<file path="src/design/ctcr_consts.svh">
/*
 * Constants of the coherence trace control register: instruction code, debug segment offset,
 * field positions, reset values and the minimum revisions for the memory map and read-only variant.
 * Assumes inclusion by its bare name from the package and the register module.
 */
`ifndef CTCR_CONSTS_SVH
`define CTCR_CONSTS_SVH

`define CTCR_TAP_OPCODE       5'h15
`define CTCR_SEG_OFFSET       16'h3018
`define CTCR_REV_MMIO_MIN     8'h60
`define CTCR_REV_RO_MIN       8'h50
`define CTCR_BIT_WB           7
`define CTCR_BIT_STALL        5
`define CTCR_LEV_HI           4
`define CTCR_LEV_LO           3
`define CTCR_BIT_AE           2
`define CTCR_BIT_CORE_EN      1
`define CTCR_BIT_MASTER       0
`define CTCR_SRCID_HI         11
`define CTCR_SRCID_LO         8
`define CTCR_WRITE_MASK       32'h0000_00bf
`define CTCR_RESET_VALUE      32'h0000_0000
`define CTCR_LEV_NONE         2'h0
`define CTCR_LEV_STALL        2'h1

`endif

</file>
<file path="src/design/ctcr_pkg.sv">
/*
 * Types shared by the coherence trace control register.
 * Assumes the constants header is on the include path.
 */
`include "ctcr_consts.svh"

package ctcr_pkg;

	// Decoded control fields as seen by the coherence manager.
	typedef struct packed
	{
		logic       writeback_trace_select;
		logic       stall_on_full;
		logic [1:0] trace_timing_level;
		logic       always_trace_select;
		logic       per_core_manager_trace_on;
		logic       manager_master_trace_on;
	} ctcr_ctrl_t;

	// One register access on the memory-mapped path.
	typedef struct packed
	{
		logic        valid;
		logic        write;
		logic [15:0] offset;
		logic [31:0] wdata;
	} ctcr_req_t;

endpackage

</file>
<file path="src/design/ctcr_reg.sv">
/*
 * Coherence trace control register of the trace control block.
 * Written by the debugger through a test-access-port instruction (shifted data delivered
 * here as a one-cycle update strobe already in this clock domain) and through the
 * memory-mapped debug segment. Gating signals from the coherence manager and other cores
 * arrive asynchronously and are synchronised here.
 */
//Contract
//- Test-access-port instruction 0x15 loads the register.
//- From revision 6.00 the register is also mapped at debug offset 0x3018.
//- Non-coherent core at revision 5.00 or later: all fields read-only.
//- Bits 15:12 and 6 read zero; debugger writes zero.
//- Bit 7 passes writeback requests to trace; clear suppresses them; resets zero.
//- Bit 5 stalls manager on full trace FIFO until space returns.
//- Bits 4:3 select timing level: 00 none, 01 stall times; others reserved.
//- Bit 2 makes manager tracing always enabled; resets zero.
//- Bit 0 is master enable; zero disables, one needs other conditions; resets zero.
//- Effective enable is OR of all per-core enables and software trace-on.
`timescale 1ns/1ps
`include "ctcr_consts.svh"

module ctcr_reg
	import ctcr_pkg::*;
#(
	parameter int          NUM_CORES  = 4,
	parameter logic [7:0]  TRACE_REV  = 8'h60,
	parameter logic        COHERENT   = 1'b1,
	parameter logic [3:0]  SOURCE_ID  = 4'h0
)
(
	input  wire logic                 i_clk_sys,
	input  wire logic                 i_arst_n,
	input  wire logic [4:0]           i_tap_instr,
	input  wire logic                 i_tap_update,
	input  wire logic [31:0]          i_tap_data,
	input  wire ctcr_req_t            i_mm_req,
	input  wire logic [NUM_CORES-1:0] i_other_core_on,
	input  wire logic                 i_software_trace_on,
	input  wire logic                 i_other_conditions,
	input  wire logic                 i_writeback_req,
	input  wire logic                 i_fifo_full,
	output logic [31:0]               o_tap_rdata,
	output logic [31:0]               o_mm_rdata,
	output logic                      o_mm_ack,
	output logic                      o_mm_err,
	output ctcr_ctrl_t                o_ctrl,
	output logic                      o_trace_enable,
	output logic                      o_writeback_trace,
	output logic                      o_manager_stall
);

	logic [31:0]          ctl;
	logic [31:0]          next_ctl;
	logic [NUM_CORES+3:0] sync1;
	logic [NUM_CORES+3:0] sync2;
	logic                 mm_hit;
	logic                 tap_wr;
	logic                 mm_wr;
	logic                 writable;
	logic                 eff_on;
	logic [31:0]          rd_value;
	logic [31:0]          next_mm_rdata;
	logic                 next_mm_ack;
	logic                 next_mm_err;
	logic                 next_en;
	logic                 next_wb;
	logic                 next_stall;

	// Two-flop synchronisers for the asynchronous gating and status inputs.
	always_ff @(posedge i_clk_sys or negedge i_arst_n)
	begin
		if (!i_arst_n)
		begin
			sync1 <= '0;
			sync2 <= '0;
		end
		else
		begin
			sync1 <= {i_fifo_full, i_writeback_req, i_other_conditions, i_software_trace_on, i_other_core_on};
			sync2 <= sync1;
		end
	end

	// Decode of both access paths; the memory map exists only from revision 6.00.
	assign writable = !(!COHERENT && TRACE_REV >= `CTCR_REV_RO_MIN);
	assign tap_wr   = i_tap_update && i_tap_instr == `CTCR_TAP_OPCODE;
	assign mm_hit   = i_mm_req.valid && TRACE_REV >= `CTCR_REV_MMIO_MIN
		&& i_mm_req.offset == `CTCR_SEG_OFFSET;
	assign mm_wr    = mm_hit && i_mm_req.write;

	// Next register value; the memory-mapped write wins a same-cycle tie. Reserved bits are
	// masked so that a careless debugger cannot make them read back nonzero.
	always_comb
	begin
		next_ctl = ctl;
		if (writable && mm_wr)
			next_ctl = i_mm_req.wdata & `CTCR_WRITE_MASK;
		else if (writable && tap_wr)
			next_ctl = i_tap_data & `CTCR_WRITE_MASK;
	end

	// Read value: source identifier is fixed, reserved and implementation bits read zero.
	always_comb
	begin
		rd_value = ctl;
		rd_value[`CTCR_SRCID_HI:`CTCR_SRCID_LO] = SOURCE_ID;
	end

	// Effective enable: own bit ORed with other cores and software, then gated by master.
	assign eff_on = ctl[`CTCR_BIT_CORE_EN] || (|sync2[NUM_CORES-1:0]) || sync2[NUM_CORES];

	// Output next values, all registered so the manager sees clean levels.
	always_comb
	begin
		next_en       = ctl[`CTCR_BIT_MASTER] && (ctl[`CTCR_BIT_AE] || (eff_on && sync2[NUM_CORES+1]));
		next_wb       = next_en && ctl[`CTCR_BIT_WB] && sync2[NUM_CORES+2];
		next_stall    = next_en && ctl[`CTCR_BIT_STALL] && sync2[NUM_CORES+3];
		next_mm_ack   = i_mm_req.valid;
		next_mm_err   = i_mm_req.valid && !mm_hit;
		next_mm_rdata = (mm_hit && !i_mm_req.write) ? rd_value : 32'h0000_0000;
	end

	// Register state and registered outputs.
	always_ff @(posedge i_clk_sys or negedge i_arst_n)
	begin
		if (!i_arst_n)
		begin
			ctl               <= `CTCR_RESET_VALUE;
			o_tap_rdata       <= 32'h0000_0000;
			o_mm_rdata        <= 32'h0000_0000;
			o_mm_ack          <= 1'b0;
			o_mm_err          <= 1'b0;
			o_ctrl            <= '0;
			o_trace_enable    <= 1'b0;
			o_writeback_trace <= 1'b0;
			o_manager_stall   <= 1'b0;
		end
		else
		begin
			ctl               <= next_ctl;
			o_tap_rdata       <= rd_value;
			o_mm_rdata        <= next_mm_rdata;
			o_mm_ack          <= next_mm_ack;
			o_mm_err          <= next_mm_err;
			o_ctrl            <= {ctl[`CTCR_BIT_WB], ctl[`CTCR_BIT_STALL], ctl[`CTCR_LEV_HI:`CTCR_LEV_LO],
				ctl[`CTCR_BIT_AE], ctl[`CTCR_BIT_CORE_EN], ctl[`CTCR_BIT_MASTER]};
			o_trace_enable    <= next_en;
			o_writeback_trace <= next_wb;
			o_manager_stall   <= next_stall;
		end
	end

	// Checks on what the block drives. The synchronised copies are used in the antecedents so
	// that each property lines up with the cycle in which the logic itself saw the input; the
	// raw pins would lead the registered outputs by three cycles and give false failures.

	// Loads through both access paths, memory-mapped responses and the read-only variant.
	AST_TAP_LOAD: assert property (@(posedge i_clk_sys) disable iff (!i_arst_n)
		writable && tap_wr && !mm_wr |=> ctl == ($past(i_tap_data) & `CTCR_WRITE_MASK))
		else $error("tap load failed");
	AST_TAP_OTHER: assert property (@(posedge i_clk_sys) disable iff (!i_arst_n)
		i_tap_update && i_tap_instr != `CTCR_TAP_OPCODE && !mm_wr |=> $stable(ctl))
		else $error("foreign instruction changed register");
	AST_MM_LOAD: assert property (@(posedge i_clk_sys) disable iff (!i_arst_n)
		writable && mm_wr |=> ctl == ($past(i_mm_req.wdata) & `CTCR_WRITE_MASK))
		else $error("memory-mapped load failed");
	AST_ACK: assert property (@(posedge i_clk_sys) disable iff (!i_arst_n)
		i_mm_req.valid |=> o_mm_ack)
		else $error("request not acknowledged");
	AST_ERR: assert property (@(posedge i_clk_sys) disable iff (!i_arst_n)
		i_mm_req.valid && !mm_hit |=> o_mm_err)
		else $error("unmapped access not flagged");
	AST_RDZERO: assert property (@(posedge i_clk_sys) disable iff (!i_arst_n)
		i_mm_req.valid && (i_mm_req.write || !mm_hit) |=> o_mm_rdata == 32'h0000_0000)
		else $error("read data outside a mapped read");
	AST_RO: assert property (@(posedge i_clk_sys) disable iff (!i_arst_n)
		!writable |=> $stable(ctl))
		else $error("read-only register changed");

	// Read-back of reserved and fixed fields.
	AST_RSVD: assert property (@(posedge i_clk_sys) disable iff (!i_arst_n)
		o_mm_rdata[15:12] == 4'h0 && o_mm_rdata[6] == 1'b0 && o_tap_rdata[6] == 1'b0)
		else $error("reserved bits nonzero");
	AST_RSVD_TAP: assert property (@(posedge i_clk_sys) disable iff (!i_arst_n)
		$past(i_arst_n) |-> o_tap_rdata[15:12] == 4'h0
			&& o_tap_rdata[`CTCR_SRCID_HI:`CTCR_SRCID_LO] == SOURCE_ID)
		else $error("fixed read-back fields wrong");

	// Field forwarding and the enable chain.
	AST_WB: assert property (@(posedge i_clk_sys) disable iff (!i_arst_n)
		!ctl[`CTCR_BIT_WB] |=> !o_writeback_trace)
		else $error("writeback traced while suppressed");
	AST_WB_REQ: assert property (@(posedge i_clk_sys) disable iff (!i_arst_n)
		o_writeback_trace |-> $past(sync2[NUM_CORES+2]) && o_trace_enable)
		else $error("writeback traced without request");
	AST_CTRL_WB: assert property (@(posedge i_clk_sys) disable iff (!i_arst_n)
		1'b1 |=> o_ctrl.writeback_trace_select == $past(ctl[`CTCR_BIT_WB]))
		else $error("writeback select not forwarded");
	AST_STALL: assert property (@(posedge i_clk_sys) disable iff (!i_arst_n)
		o_manager_stall |-> $past(sync2[NUM_CORES+3]) && $past(ctl[`CTCR_BIT_STALL]))
		else $error("stall without full fifo");
	AST_STALL_EN: assert property (@(posedge i_clk_sys) disable iff (!i_arst_n)
		o_manager_stall |-> o_trace_enable)
		else $error("stall while tracing disabled");
	AST_LEV: assert property (@(posedge i_clk_sys) disable iff (!i_arst_n)
		1'b1 |=> o_ctrl.trace_timing_level == $past(ctl[`CTCR_LEV_HI:`CTCR_LEV_LO]))
		else $error("level not forwarded");
	AST_AE: assert property (@(posedge i_clk_sys) disable iff (!i_arst_n)
		ctl[`CTCR_BIT_AE] && ctl[`CTCR_BIT_MASTER] |=> o_trace_enable)
		else $error("always-enable ignored");
	AST_CORE: assert property (@(posedge i_clk_sys) disable iff (!i_arst_n)
		ctl[1:0] == 2'h3 && sync2[NUM_CORES+1] |=> o_trace_enable)
		else $error("own enable ignored");
	AST_SW: assert property (@(posedge i_clk_sys) disable iff (!i_arst_n)
		ctl[`CTCR_BIT_MASTER] && sync2[NUM_CORES] && sync2[NUM_CORES+1] |=> o_trace_enable)
		else $error("software enable ignored");
	AST_OTHERS: assert property (@(posedge i_clk_sys) disable iff (!i_arst_n)
		ctl[`CTCR_BIT_MASTER] && (|sync2[NUM_CORES-1:0]) && sync2[NUM_CORES+1] |=> o_trace_enable)
		else $error("other core enable ignored");
	AST_MASTER: assert property (@(posedge i_clk_sys) disable iff (!i_arst_n)
		!ctl[`CTCR_BIT_MASTER] |=> !o_trace_enable)
		else $error("traced with master off");
	AST_NO_COND: assert property (@(posedge i_clk_sys) disable iff (!i_arst_n)
		ctl[`CTCR_BIT_MASTER] && !ctl[`CTCR_BIT_AE] && !sync2[NUM_CORES+1] |=> !o_trace_enable)
		else $error("traced with other conditions false");

endmodule

</file>
<file path="config.mk">
export PLATFORM = sky130hd
export DESIGN_NAME = ctcr_reg
export DESIGN_NICKNAME = d
export VERILOG_FILES = /design/src/design/ctcr_pkg.sv /design/src/design/ctcr_reg.sv
export VERILOG_INCLUDE_DIRS = /design/src /design/src/design
export SDC_FILE = /design/constraint.sdc
export NUM_CORES = 1
export LEC_CHECK = 0
export ABC_AREA = 1
export ABC_CLOCK_PERIOD_IN_PS = 1050
export BUFFER_PORTS_ARGS = -buffer_cell sky130_fd_sc_hd__buf_4
export CAP_MARGIN = 10
export CORE_ASPECT_RATIO = 0.8
export CORE_MARGIN = 1.5
export CORE_UTILIZATION = 39
export CTS_CLUSTER_SIZE = 28
export DETAILED_ROUTE_END_ITERATION = 16
export MAX_ROUTING_LAYER = met4
export PLACE_DENSITY = 0.84
export SLEW_MARGIN = 30
export SYNTH_ARGS = -nofsm -noshare
export SYNTH_HDL_FRONTEND = slang
export SYNTH_SLANG_ARGS = --single-unit
export TNS_END_PERCENT = 100
</file>
<file path="constraint.sdc">
create_clock -name i_clk_sys -period 1.05 [get_ports i_clk_sys]
set_input_delay 0.315 -clock i_clk_sys [delete_from_list [all_inputs] [get_ports i_clk_sys]]
set_output_delay 0.315 -clock i_clk_sys [all_outputs]
set_load 0.1 [all_outputs]
</file>
==> summary.md, run 1 <==
| Metric | Value |
|---|---|
| Total track usage | around 14% |
| Post-synthesis simple-gate area fraction | between 20% and 30% |
| Placed insts | roughly 350 |
| Fin cells | 363 |
| Initial Util | approximately two fifths |
| FF-to-FF path depth | 6 |
| First-pass GRT wire length | between 6 and 7 mm |
| Worst R2R End | o_writeback_trace |
| Clock share of power | a little under a fifth |
| Netlist cell types | 18 |
| Nets | 398 |
| Worst path bufs/invs | 1 |
| Worst path top cell family by delay | flip-flops |
| Sequential group share of total power | roughly 36% |
| Final setup vio count | 26 |
| Avg Inst Size Synth | 9.52 sq um |
| Diodes inserted | 0 |
| DP Worst Slack | -0.361 ns |
| Min Hold Slack | roughly 0.12 ns |
| RSZ-0062 raised after global routing | true |
| Seq cells post-synth | 42 |
| Max Buffers Root-to-Sink | 2 |
| TritonRoute pass-1 iters | 10 |
| Max Clock Freq | ~770 MHz |
| Vias per cell | 4.17 |
| Max Slew Vio Count | 0 |
| Core Rows | 23 |
| Final Hold Viols | 0 |
| CP Class | flop to primary output |
| Post-layout minimum cycle time | approximately 1.3 ns |
| Finished Cell Area | about 0.003 sq mm |
| Slew margin rel. | around two thirds |
| CP arrival | 0.99 ns |
| Final wirelength | between 4 and 5 mm |
| Largest net degree at the start of global routing | 43 |
| Static Leakage | about 1.6 nW |
| DRC violations left | 6 |
| Sink Count | 42 |
| CP Max Fanout | 2 |
| Status | finished with violations |
| Peak supply drop | approximately 570 uV |
| Htree depth | 2 |
| Die Width | between 80 and 90 um |
| Vias in the first global route | 1331 |
| Via count | between 1500 and 2000 |
| Root Driver | clkbuf_8 |
| Adder-Cell Fraction of Synth Area | 0% |
| Combinational family with the most area after synthesis | buffers and inverters |
| Hold Path Origin | i_other_core_on[2] |
| TritonCTS Buffers | 5 |
| Tightest Pin Transition | 0.506 ns |
| Hold Path Class | input port to flop |
| Compound-Gate Fraction of Synth Area | 0% |
| Routability cong. | about 0.80 |
| Sw Ratio | a little under half |
| # fillers | 419 |
| Hold path depth | 1 |
| Iter 0 DRT Violations | 89 |
| Critical Path RT | 0.73 ns |
| Int Power | roughly 2.8 mW |
| CTS tree | yes |
| Setup slack after layout | -0.252 ns |
| Hold EP | sync1[2] |
| Area of the core | approximately 0.0051 sq mm |
| Area contributors post-synth | dfrtp_1, buf_4, nand2_1, inv_1, nand3_1 |
| Placed inst area | 0.00267 sq mm |
| Slowest CP cell | dfrtp_4 |
| Post-synthesis cell area | between 0.002 and 0.0025 sq mm |
| Worst-path clk slew | approximately 0.08 ns |
| Number of antenna violations at the first check in global routing | 0 |
| Synthesis warning total | 0 |
| Post-synth top area cell | dfrtp_1 |
| Max_cap viols | 0 |
| Failing checks | DRC, setup timing |
| Critical Path Source Type | flop |
| Clock Latency Late Sink | slightly below 0.3 ns |
| Combinational Power Share | 44.9% |
| Area Growth Syn to Fin | 42.6% |
| Delay of the slowest cell on the worst path | 0.51 ns |
| Die ar. | between 0.005 and 0.006 sq mm |
| PwrDens | 1780 mW/mm^2 |
| Setup bufs post-CTS | 0 |
| Die extent in y | between 60 and 70 um |
| # port buffers | 73 |
| Clock skew | 0.00205 ns |
| Multiplexer share of the synthesized area | 0% |
| CP cell instances | buf_8 |
| IO Pins | about 170 |
| Mapped Cells | between 200 and 250 |
| Sw Pwr | ~2.6 mW |
| Reg2Reg Setup Slack | about 0.080 ns |
| Worst r2r src | ctl[1] |
| Final Cycle Share | 124% |
| Sequential share of the synthesized area | between 40% and 50% |
| Layout cells sized above 1 | a little over 50% |
| XOR/XNOR share of the synthesized area | 0% |
| Total Power | 5.38 mW |
| Post-DP HPWL | just over 3 mm |
| Share of the synthesized area in the top cell type | 49.5% |
| Routed length per placed instance | roughly 12 um |
| Final antenna-violating net count | 0 |
| GRT overflow | 0 |
| Crit. End Element | primary output |
-- how the worst max path moves through the flow --
stage | startpoint | endpoint | slack [ns] | depth (start not counted)
finish | o_tap_rdata[2] | o_ctrl[2] | -0.25 | 1
global route | o_tap_rdata[0] | o_ctrl[0] | -0.27 | 1
CTS | o_tap_rdata[1] | o_ctrl[1] | -0.26 | 1
detailed placement | i_mm_req[34] | ctl[7] | -0.36 | 9
floorplan | o_tap_rdata[0] | o_tap_rdata[0] | -0.13 | 1
global placement | i_mm_req[34] | ctl[7] | -0.35 | 10
-- metrics by stage --
stage                     util, %  TNS, ns
after CTS                    57.6    -5.35
after detailed placement     52.2    -4.16
after global placement       52.2    -3.82
final                        59.1    -5.21
after floorplan                 -    -1.09
after global routing         59.1    -5.87
-- registers in the layout, indices dropped and copies added (netlist names) --
register           count
o_manager_stall        1
sync2                  8
o_mm_err               1
o_mm_ack               1
sync1                  8
ctl                    7
o_writeback_trace      1
o_mm_rdata             7
o_ctrl                 1
o_tap_rdata            6
o_trace_enable         1
-- synth_stat cells, drive strengths merged --
cell / instances
buf: 60
dfrtp: 42
nand2: 40
inv: 29
nor2: 26
nand3: 15
nand4: 8
conb: 1
nand3b: 1
nor3b: 1
-- timing repair --
action                                 4_1_cts  5_1_grt
resized for setup                           42       16
cloned                                       1        1
hold buffers                                 1        0
endpoints found under the hold margin       29        0
setup endpoints to repair                   33       35
pin swaps                                    1       12
-- layout by cell type (no fill, tap or decap), drive strengths merged --
master and instances:
nand4 9, nand3b 1, inv 29, nand2 40
clkbuf 5, buf 78, conb 50, dfrtp 42
dlygate4sd3 1, nor3b 1, nand3 15, clkinvlp 1
nor2 27, clkinv 2
-- kinds of logic (layout without fill, tap and decap cells) --
| family | count (synthesis) | in the layout |
|---|---|---|
| AND/OR/NAND/NOR | 91 | 93 |
| buffers and inverters | 89 | 116 |
| flip-flops | 42 | 42 |
| other | 1 | 50 |
-- layout make-up --
cell class	count	area [sq um]	share of cell area, %
Timing Repair Buffer	79	798	26.4
Multi-Input combinational cell	143	833	27.5
Clock buffer	5	68.8	2.27
Inverter	29	136	4.50
Tap cell	62	77.6	2.56
Sequential cell	42	1090	36.1
Clock inverter	3	21.3	0.702
-- power by group through the flow --
stage                     logic, mW  clock network (mW)  registers, mW
after floorplan                1.66                   0           2.38
after global routing           2.49                1.11           1.96
after global placement         2.18                   0           1.91
after CTS                      2.34                1.04           1.93
after detailed placement       2.20                   0           1.92
final                          2.42                1.03           1.94
-- routing by layer --
layer / GRT usage [%] / wire [um] / vias up
met5: - / 0 / -
met1: 15.5 / 1600 / 704
met3: 3.57 / 262 / 6
met4: 4.84 / 61 / 0
met2: 26.0 / 2260 / 78
li1: - / - / 724
Power figures use the tool's default switching activity.
==> run 2, diff against run 1 <==
--- a/config.mk
+++ b/config.mk
@@ -10,13 +10,15 @@
 export ABC_CLOCK_PERIOD_IN_PS = 1050
 export BUFFER_PORTS_ARGS = -buffer_cell sky130_fd_sc_hd__buf_4
 export CAP_MARGIN = 10
+export CELL_PAD_IN_SITES_DETAIL_PLACEMENT = 1
+export CELL_PAD_IN_SITES_GLOBAL_PLACEMENT = 1
 export CORE_ASPECT_RATIO = 0.8
 export CORE_MARGIN = 1.5
-export CORE_UTILIZATION = 39
+export CORE_UTILIZATION = 26
 export CTS_CLUSTER_SIZE = 28
 export DETAILED_ROUTE_END_ITERATION = 16
 export MAX_ROUTING_LAYER = met4
-export PLACE_DENSITY = 0.84
+export PLACE_DENSITY = 0.82
 export SLEW_MARGIN = 30
 export SYNTH_ARGS = -nofsm -noshare
 export SYNTH_HDL_FRONTEND = slang
==> run 2 against run 1 <==
The flow finishes with violations (hold timing, setup timing). Final cell count up 13%. Final area is 5.3% higher. Sequential share of layout area shrank 1.8 points. Critical path depth unchanged. First-iteration DRC count down 75%. Core utilization shrank 19 points. Count of clock-buffer cells in the layout unchanged. Maximum frequency increased by 0.60%. Register-to-register slack gained 0.02 ns. Power rose by 1.1%. Via count rose by 0.99%. Largest power group unchanged.
==> summary.md, run 2 (synthesized netlist as in run 1, its figures left out) <==
| Metric | Value |
|---|---|
| Post-layout minimum cycle time | 1.29 ns |
| Initial Util | 26.8% |
| Worst r2r src | ctl[1] |
| CP arrival | about 0.98 ns |
| Commonest non-fill, non-tap cell in the layout | conb_1 |
| Via count | 1527 |
| Layout cells sized above 1 | between 50% and 60% |
| Largest net degree at the start of global routing | 43 |
| Failing checks | hold timing, setup timing |
| Placed inst area | ~0.0027 sq mm |
| CP Class | flop to primary output |
| Area of the core | 0.00791 sq mm |
| Status | finished with violations |
| Area Growth Syn to Fin | 50.1% |
| Die extent in y | between 80 and 90 um |
| RSZ-0062 raised after global routing | true |
| Clock Latency Late Sink | slightly below 0.3 ns |
| Finished Cell Area | between 0.003 and 0.004 sq mm |
| Placed insts | 398 |
| Vias in the first global route | roughly 1600 |
| Setup slack after layout | -0.245 ns |
| Total track usage | between 10 and 15% |
| CTS tree | yes |
| PwrDens | around 1700 mW/mm^2 |
| Iter 0 DRT Violations | 22 |
| Reg2Reg Setup Slack | ~0.10 ns |
| Nets | 399 |
| Final antenna-violating net count | 0 |
| Critical Path Source Type | flop |
| Delay of the slowest cell on the worst path | just over 0.5 ns |
| Htree depth | 2 |
| Core Rows | 29 |
| CTS Hold Buffers Added | 0 |
| End of the critical path | o_ctrl[2] |
| Routability cong. | between 0.7 and 0.8 |
| Slowest CP cell | dfrtp_4 |
| Peak supply drop | 819 uV |
| Static Leakage | 1.66 nW |
| Hold Path Class | input port to asynchronous set/reset pin |
| Worst-path clk slew | ~0.080 ns |
| Number of antenna violations at the first check in global routing | 0 |
| Critical Path RT | 0.73 ns |
| Tightest Pin Transition | just over 0.5 ns |
| Worst path top cell family by delay | flip-flops |
| Critical path depth | 1 |
| Slew margin rel. | 65.6% |
| Total Power | roughly 5.4 mW |
| Root Driver | clkbuf_8 |
| CP cell instances | buf_12 |
| TritonCTS Buffers | 5 |
| # fillers | just over 900 |
| Vias per cell | around 3.7 |
| Diodes inserted | 0 |
| Worst R2R End | o_writeback_trace |
| Max_cap viols | 0 |
| # port buffers | 73 |
| CP Max Fanout | 2 |
| Crit. End Element | primary output |
| GRT overflow | 0 |
| Max Slew Vio Count | 0 |
| First-pass GRT wire length | 7.45 mm |
| Post-DP HPWL | around 3.8 mm |
| Worst Setup SP | o_tap_rdata[2] |
| Most frequent cells in the layout | conb_1, buf_4, nand2_1 |
| Max Clock Freq | slightly below 800 MHz |
| Fin cells | just over 400 |
| Fin util | between 40% and 50% |
| Routed length per placed instance | 11.8 um |
| Final setup vio count | 26 |
| FF-to-FF path depth | 6 |
| Min Hold Slack | -0.00562 ns |
| TritonRoute pass-1 iters | 3 |
| Final Hold Viols | 11 |
| Max Buffers Root-to-Sink | 2 |
| IO Pins | roughly 170 |
| Largest regs | sync1 (8), sync2 (8) |
| Die Width | around 100 um |
| Sink Count | 42 |
| Final Cycle Share | 123% |
| Die ar. | 0.00872 sq mm |
| Final wirelength | about 4.8 mm |
| Clock skew | 0.00459 ns |
| Worst path bufs/invs | 1 |
| DRC violations left | 0 |
==> run 2: cell types whose count changed in the layout (fill, tap and decap cells not counted), moves of 2 or more <==
cell and change:
buf_12 +8, buf_4 -4, buf_8 -3, inv_1 -2, inv_2 +2, nor2_2 -2, nor2_4 +2
==> run 2: metrics by stage <==
stage               worst slack [ns]  TNS [ns]
finish                        -0.245     -5.08
global route                  -0.273     -5.69
CTS                           -0.250     -5.23
detailed placement            -0.411     -4.77
global placement              -0.371     -4.13
floorplan                     -0.135     -1.09
==> run 2: where the power goes <==
part	switching (mW)	leakage [nW]	internal (mW)	total (mW)
Combinational	1.87	1.12	0.604	2.48
Sequential	0.148	0.501	1.79	1.94
Clock	0.549	0.0441	0.467	1.02
==> run 2: worst reg2reg max path: cells and delay by family (launching register included) <==
family	cells	cell delay, ns
simple gates	6	0.45
flops	1	0.39
==> run 2: layout make-up <==
cell class                      instances  area, sq um  share of cell area (%)
Sequential cell                        42         1090                    34.3
Inverter                               29          136                    4.28
Tap cell                              108          135                    4.24
Multi-Input combinational cell        142          825                    25.9
Clock buffer                            5         68.8                    2.16
Clock inverter                          3         21.3                   0.667
Timing Repair Buffer                   81          910                    28.5
==> run 2: routing by layer <==
metal	share of wire, %	routed length, um	vias to the layer above	track usage [%]
met5	0	0	-	-
met3	6.0	291	4	2.34
met2	59	2850	62	22.0
met1	34	1620	738	10.7
li1	-	-	723	-
met4	1.1	55	0	3.03
==> run 2: worst min path at each step <==
stage          startpoint   endpoint  slack (ns)  cells after the start
5_1_grt          i_arst_n     ctl[4]        0.04                      1
6_report         i_arst_n  o_ctrl[3]      -0.006                      1
3_5_place_dp     i_arst_n  o_ctrl[3]        0.32                      1
2_1_floorplan    i_arst_n     ctl[0]        0.02                      0
3_3_place_gp     i_arst_n  o_ctrl[3]        0.32                      1
4_1_cts          i_arst_n     ctl[7]       0.009                      1
==> run 2: what timing repair did <==
item | in CTS | in global routing
pin swaps | 1 | 14
setup endpoints to repair | 33 | 40
cloned | 0 | 2
buffers inserted | 2 | 0
resized for setup | 31 | 47
==> run 3, diff against run 2 <==
--- a/config.mk
+++ b/config.mk
@@ -19,6 +19,7 @@
 export DETAILED_ROUTE_END_ITERATION = 16
 export MAX_ROUTING_LAYER = met4
 export PLACE_DENSITY = 0.82
+export SETUP_SLACK_MARGIN = 0.1
 export SLEW_MARGIN = 30
 export SYNTH_ARGS = -nofsm -noshare
 export SYNTH_HDL_FRONTEND = slang
==> run 3 against run 2 <==
The run still ends with hold timing, setup timing left. Maximum frequency decreased by 0.34%. Clock skew decreased by 0.00058 ns. Via count increased by 2.2%. Sequential power about the same. First-iteration DRC count increased by 27%. Count of clock-buffer cells in the layout unchanged. Critical path type unchanged. Largest cell class unchanged. Highest routed layer unchanged.
==> summary.md, run 3 (synthesized netlist as in run 1, its figures left out) <==
| Metric | Value |
|---|---|
| Status | finished with violations |
| Failing checks | hold timing, setup timing |
| TritonCTS Buffers | 5 |
| Worst-path clk slew | 0.08 ns |
| Peak supply drop | 709 uV |
| Post-DP HPWL | just under 4 mm |
| Total track usage | between 10% and 20% |
| Worst path top cell family by delay | flip-flops |
| Static Leakage | 1.66 nW |
| Commonest non-fill, non-tap cell in the layout | conb_1 |
| Delay of the slowest cell on the worst path | 0.50 ns |
| Largest regs | sync1 (8), sync2 (8) |
| Layout cells sized above 1 | between 50% and 60% |
| FF-to-FF path depth | 6 |
| Critical path depth | 1 |
| Htree depth | 2 |
| Sink Count | 42 |
| Crit. End Element | primary output |
| Number of antenna violations at the first check in global routing | 0 |
| Worst path bufs/invs | 1 |
| Max Buffers Root-to-Sink | 2 |
| Initial Util | 26.8% |
| Die Width | approximately 100 um |
| Critical Path RT | ~0.73 ns |
| # port buffers | 73 |
| Multi-input logic area | 897 sq um |
| Vias in the first global route | 1623 |
| Total Power | around 5.5 mW |
| RSZ-0062 raised after global routing | true |
| Setup TNS | -6.06 ns |
| Post-layout minimum cycle time | between 1 and 1.5 ns |
| Final setup vio count | 26 |
| Min Hold Slack | -0.00620 ns |
| Vias per cell | 3.83 |
| GRT overflow | 0 |
| Max Clock Freq | slightly below 800 MHz |
| CP arrival | 0.98 ns |
| Clock Latency Late Sink | slightly below 0.3 ns |
| Largest net degree at the start of global routing | 43 |
| Area Growth Syn to Fin | 55.9% |
| Setup bufs post-CTS | 0 |
| Register Area | 0.00112 sq mm |
| TritonRoute pass-1 iters | 4 |
| Die ar. | 0.00872 sq mm |
| Tightest Pin Transition | 0.508 ns |
| Max_cap viols | 0 |
| Slowest CP cell | dfrtp_4 |
| Core Rows | 29 |
| Via count | between 1500 and 2000 |
| Routability cong. | roughly 0.79 |
| Final wirelength | a little over 5 mm |
| CP cell instances | buf_8 |
| Clock skew | approximately 0.0040 ns |
| Max Slew Vio Count | 0 |
| Setup slack after layout | -0.249 ns |
| Final Cycle Share | 124% |
| Die extent in y | around 84 um |
| PwrDens | between 1500 and 2000 mW/mm^2 |
| Routed length per placed instance | ~13 um |
| Hold Path Class | input port to asynchronous set/reset pin |
| Diodes inserted | 0 |
| DRC violations left | 0 |
| CP Class | flop to primary output |
| CP Max Fanout | 2 |
| Slew margin rel. | between 60% and 70% |
| Iter 0 DRT Violations | 28 |
| IO Pins | roughly 170 |
| Most frequent cells in the layout | conb_1, buf_4, dfrtp_1 |
| Area of the core | a little under 0.008 sq mm |
| Root Driver | clkbuf_8 |
| First-pass GRT wire length | roughly 8.2 mm |
| Reg2Reg Setup Slack | approximately 0.13 ns |
| # fillers | about 920 |
| Nets | roughly 400 |
| Critical Path Source Type | flop |
| Final Hold Viols | 40 |
| CTS tree | yes |
| Final antenna-violating net count | 0 |
## run 3: cell count changes in the layout (fill, tap and decap cells not counted), moves of 2 or more
cell / previous run / this run
dfrtp_2: 12 / 0
nor2_4: 10 / 12
nand2_1: 28 / 22
dfrtp_4: 7 / 19
inv_4: 1 / 5
nand2_2: 6 / 10
buf_4: 47 / 40
nor2_1: 8 / 5
inv_2: 6 / 3
buf_12: 17 / 19
buf_8: 3 / 6
## run 3: power by group
group          switching (mW)  internal (mW)
combinational            1.90          0.582
sequential              0.146           1.80
clock                   0.569          0.475
## run 3: layout make-up
class,instances,share of cell area (%)
Multi-Input combinational cell,143,27.1
Clock buffer,5,2.08
Inverter,29,4.42
Timing Repair Buffer,78,27.7
Sequential cell,42,33.9
Tap cell,108,4.08
Clock inverter,3,0.718
## run 3: stage by stage
step                      worst slack [ns]  util (%)  cells  cell area [sq um]
final                               -0.249      41.9    408               3310
after global routing                -0.274      41.9    408               3310
after CTS                           -0.262      41.1    408               3250
after detailed placement            -0.401      34.9    398               2760
after global placement              -0.360      34.9    398               2760
after floorplan                    -0.0937         -    272               2580
## run 3: path summary, 6_finish.rpt
path	startpoint	end
min reg2reg	sync1[7]	sync2[7]
max	o_tap_rdata[5]	o_ctrl[5]
max reg2reg	ctl[1]	o_manager_stall
min	i_arst_n	ctl[4]
min in group i_clk_sys	i_other_core_on[2]	sync1[2]
max in group asynchronous	i_arst_n	o_mm_ack
## run 3: timing repair
item | 4_1_cts | 5_1_grt
resized for setup | 95 | 19
endpoints found under the setup margin | 42 | 43
pin swaps | 23 | 20
endpoints found under the hold margin | 0 | 0
hold buffers | 0 | 0
cloned | 2 | 0
## run 3: metal layers
| metal | wire, um | track usage (%) | up-vias |
|---|---|---|---|
| met3 | 366 | 3.59 | 11 |
| met1 | 1670 | 11.9 | 750 |
| met4 | 137 | 5.93 | 0 |
| met2 | 2980 | 23.5 | 75 |
| met5 | 0 | - | - |
| li1 | - | - | 725 |
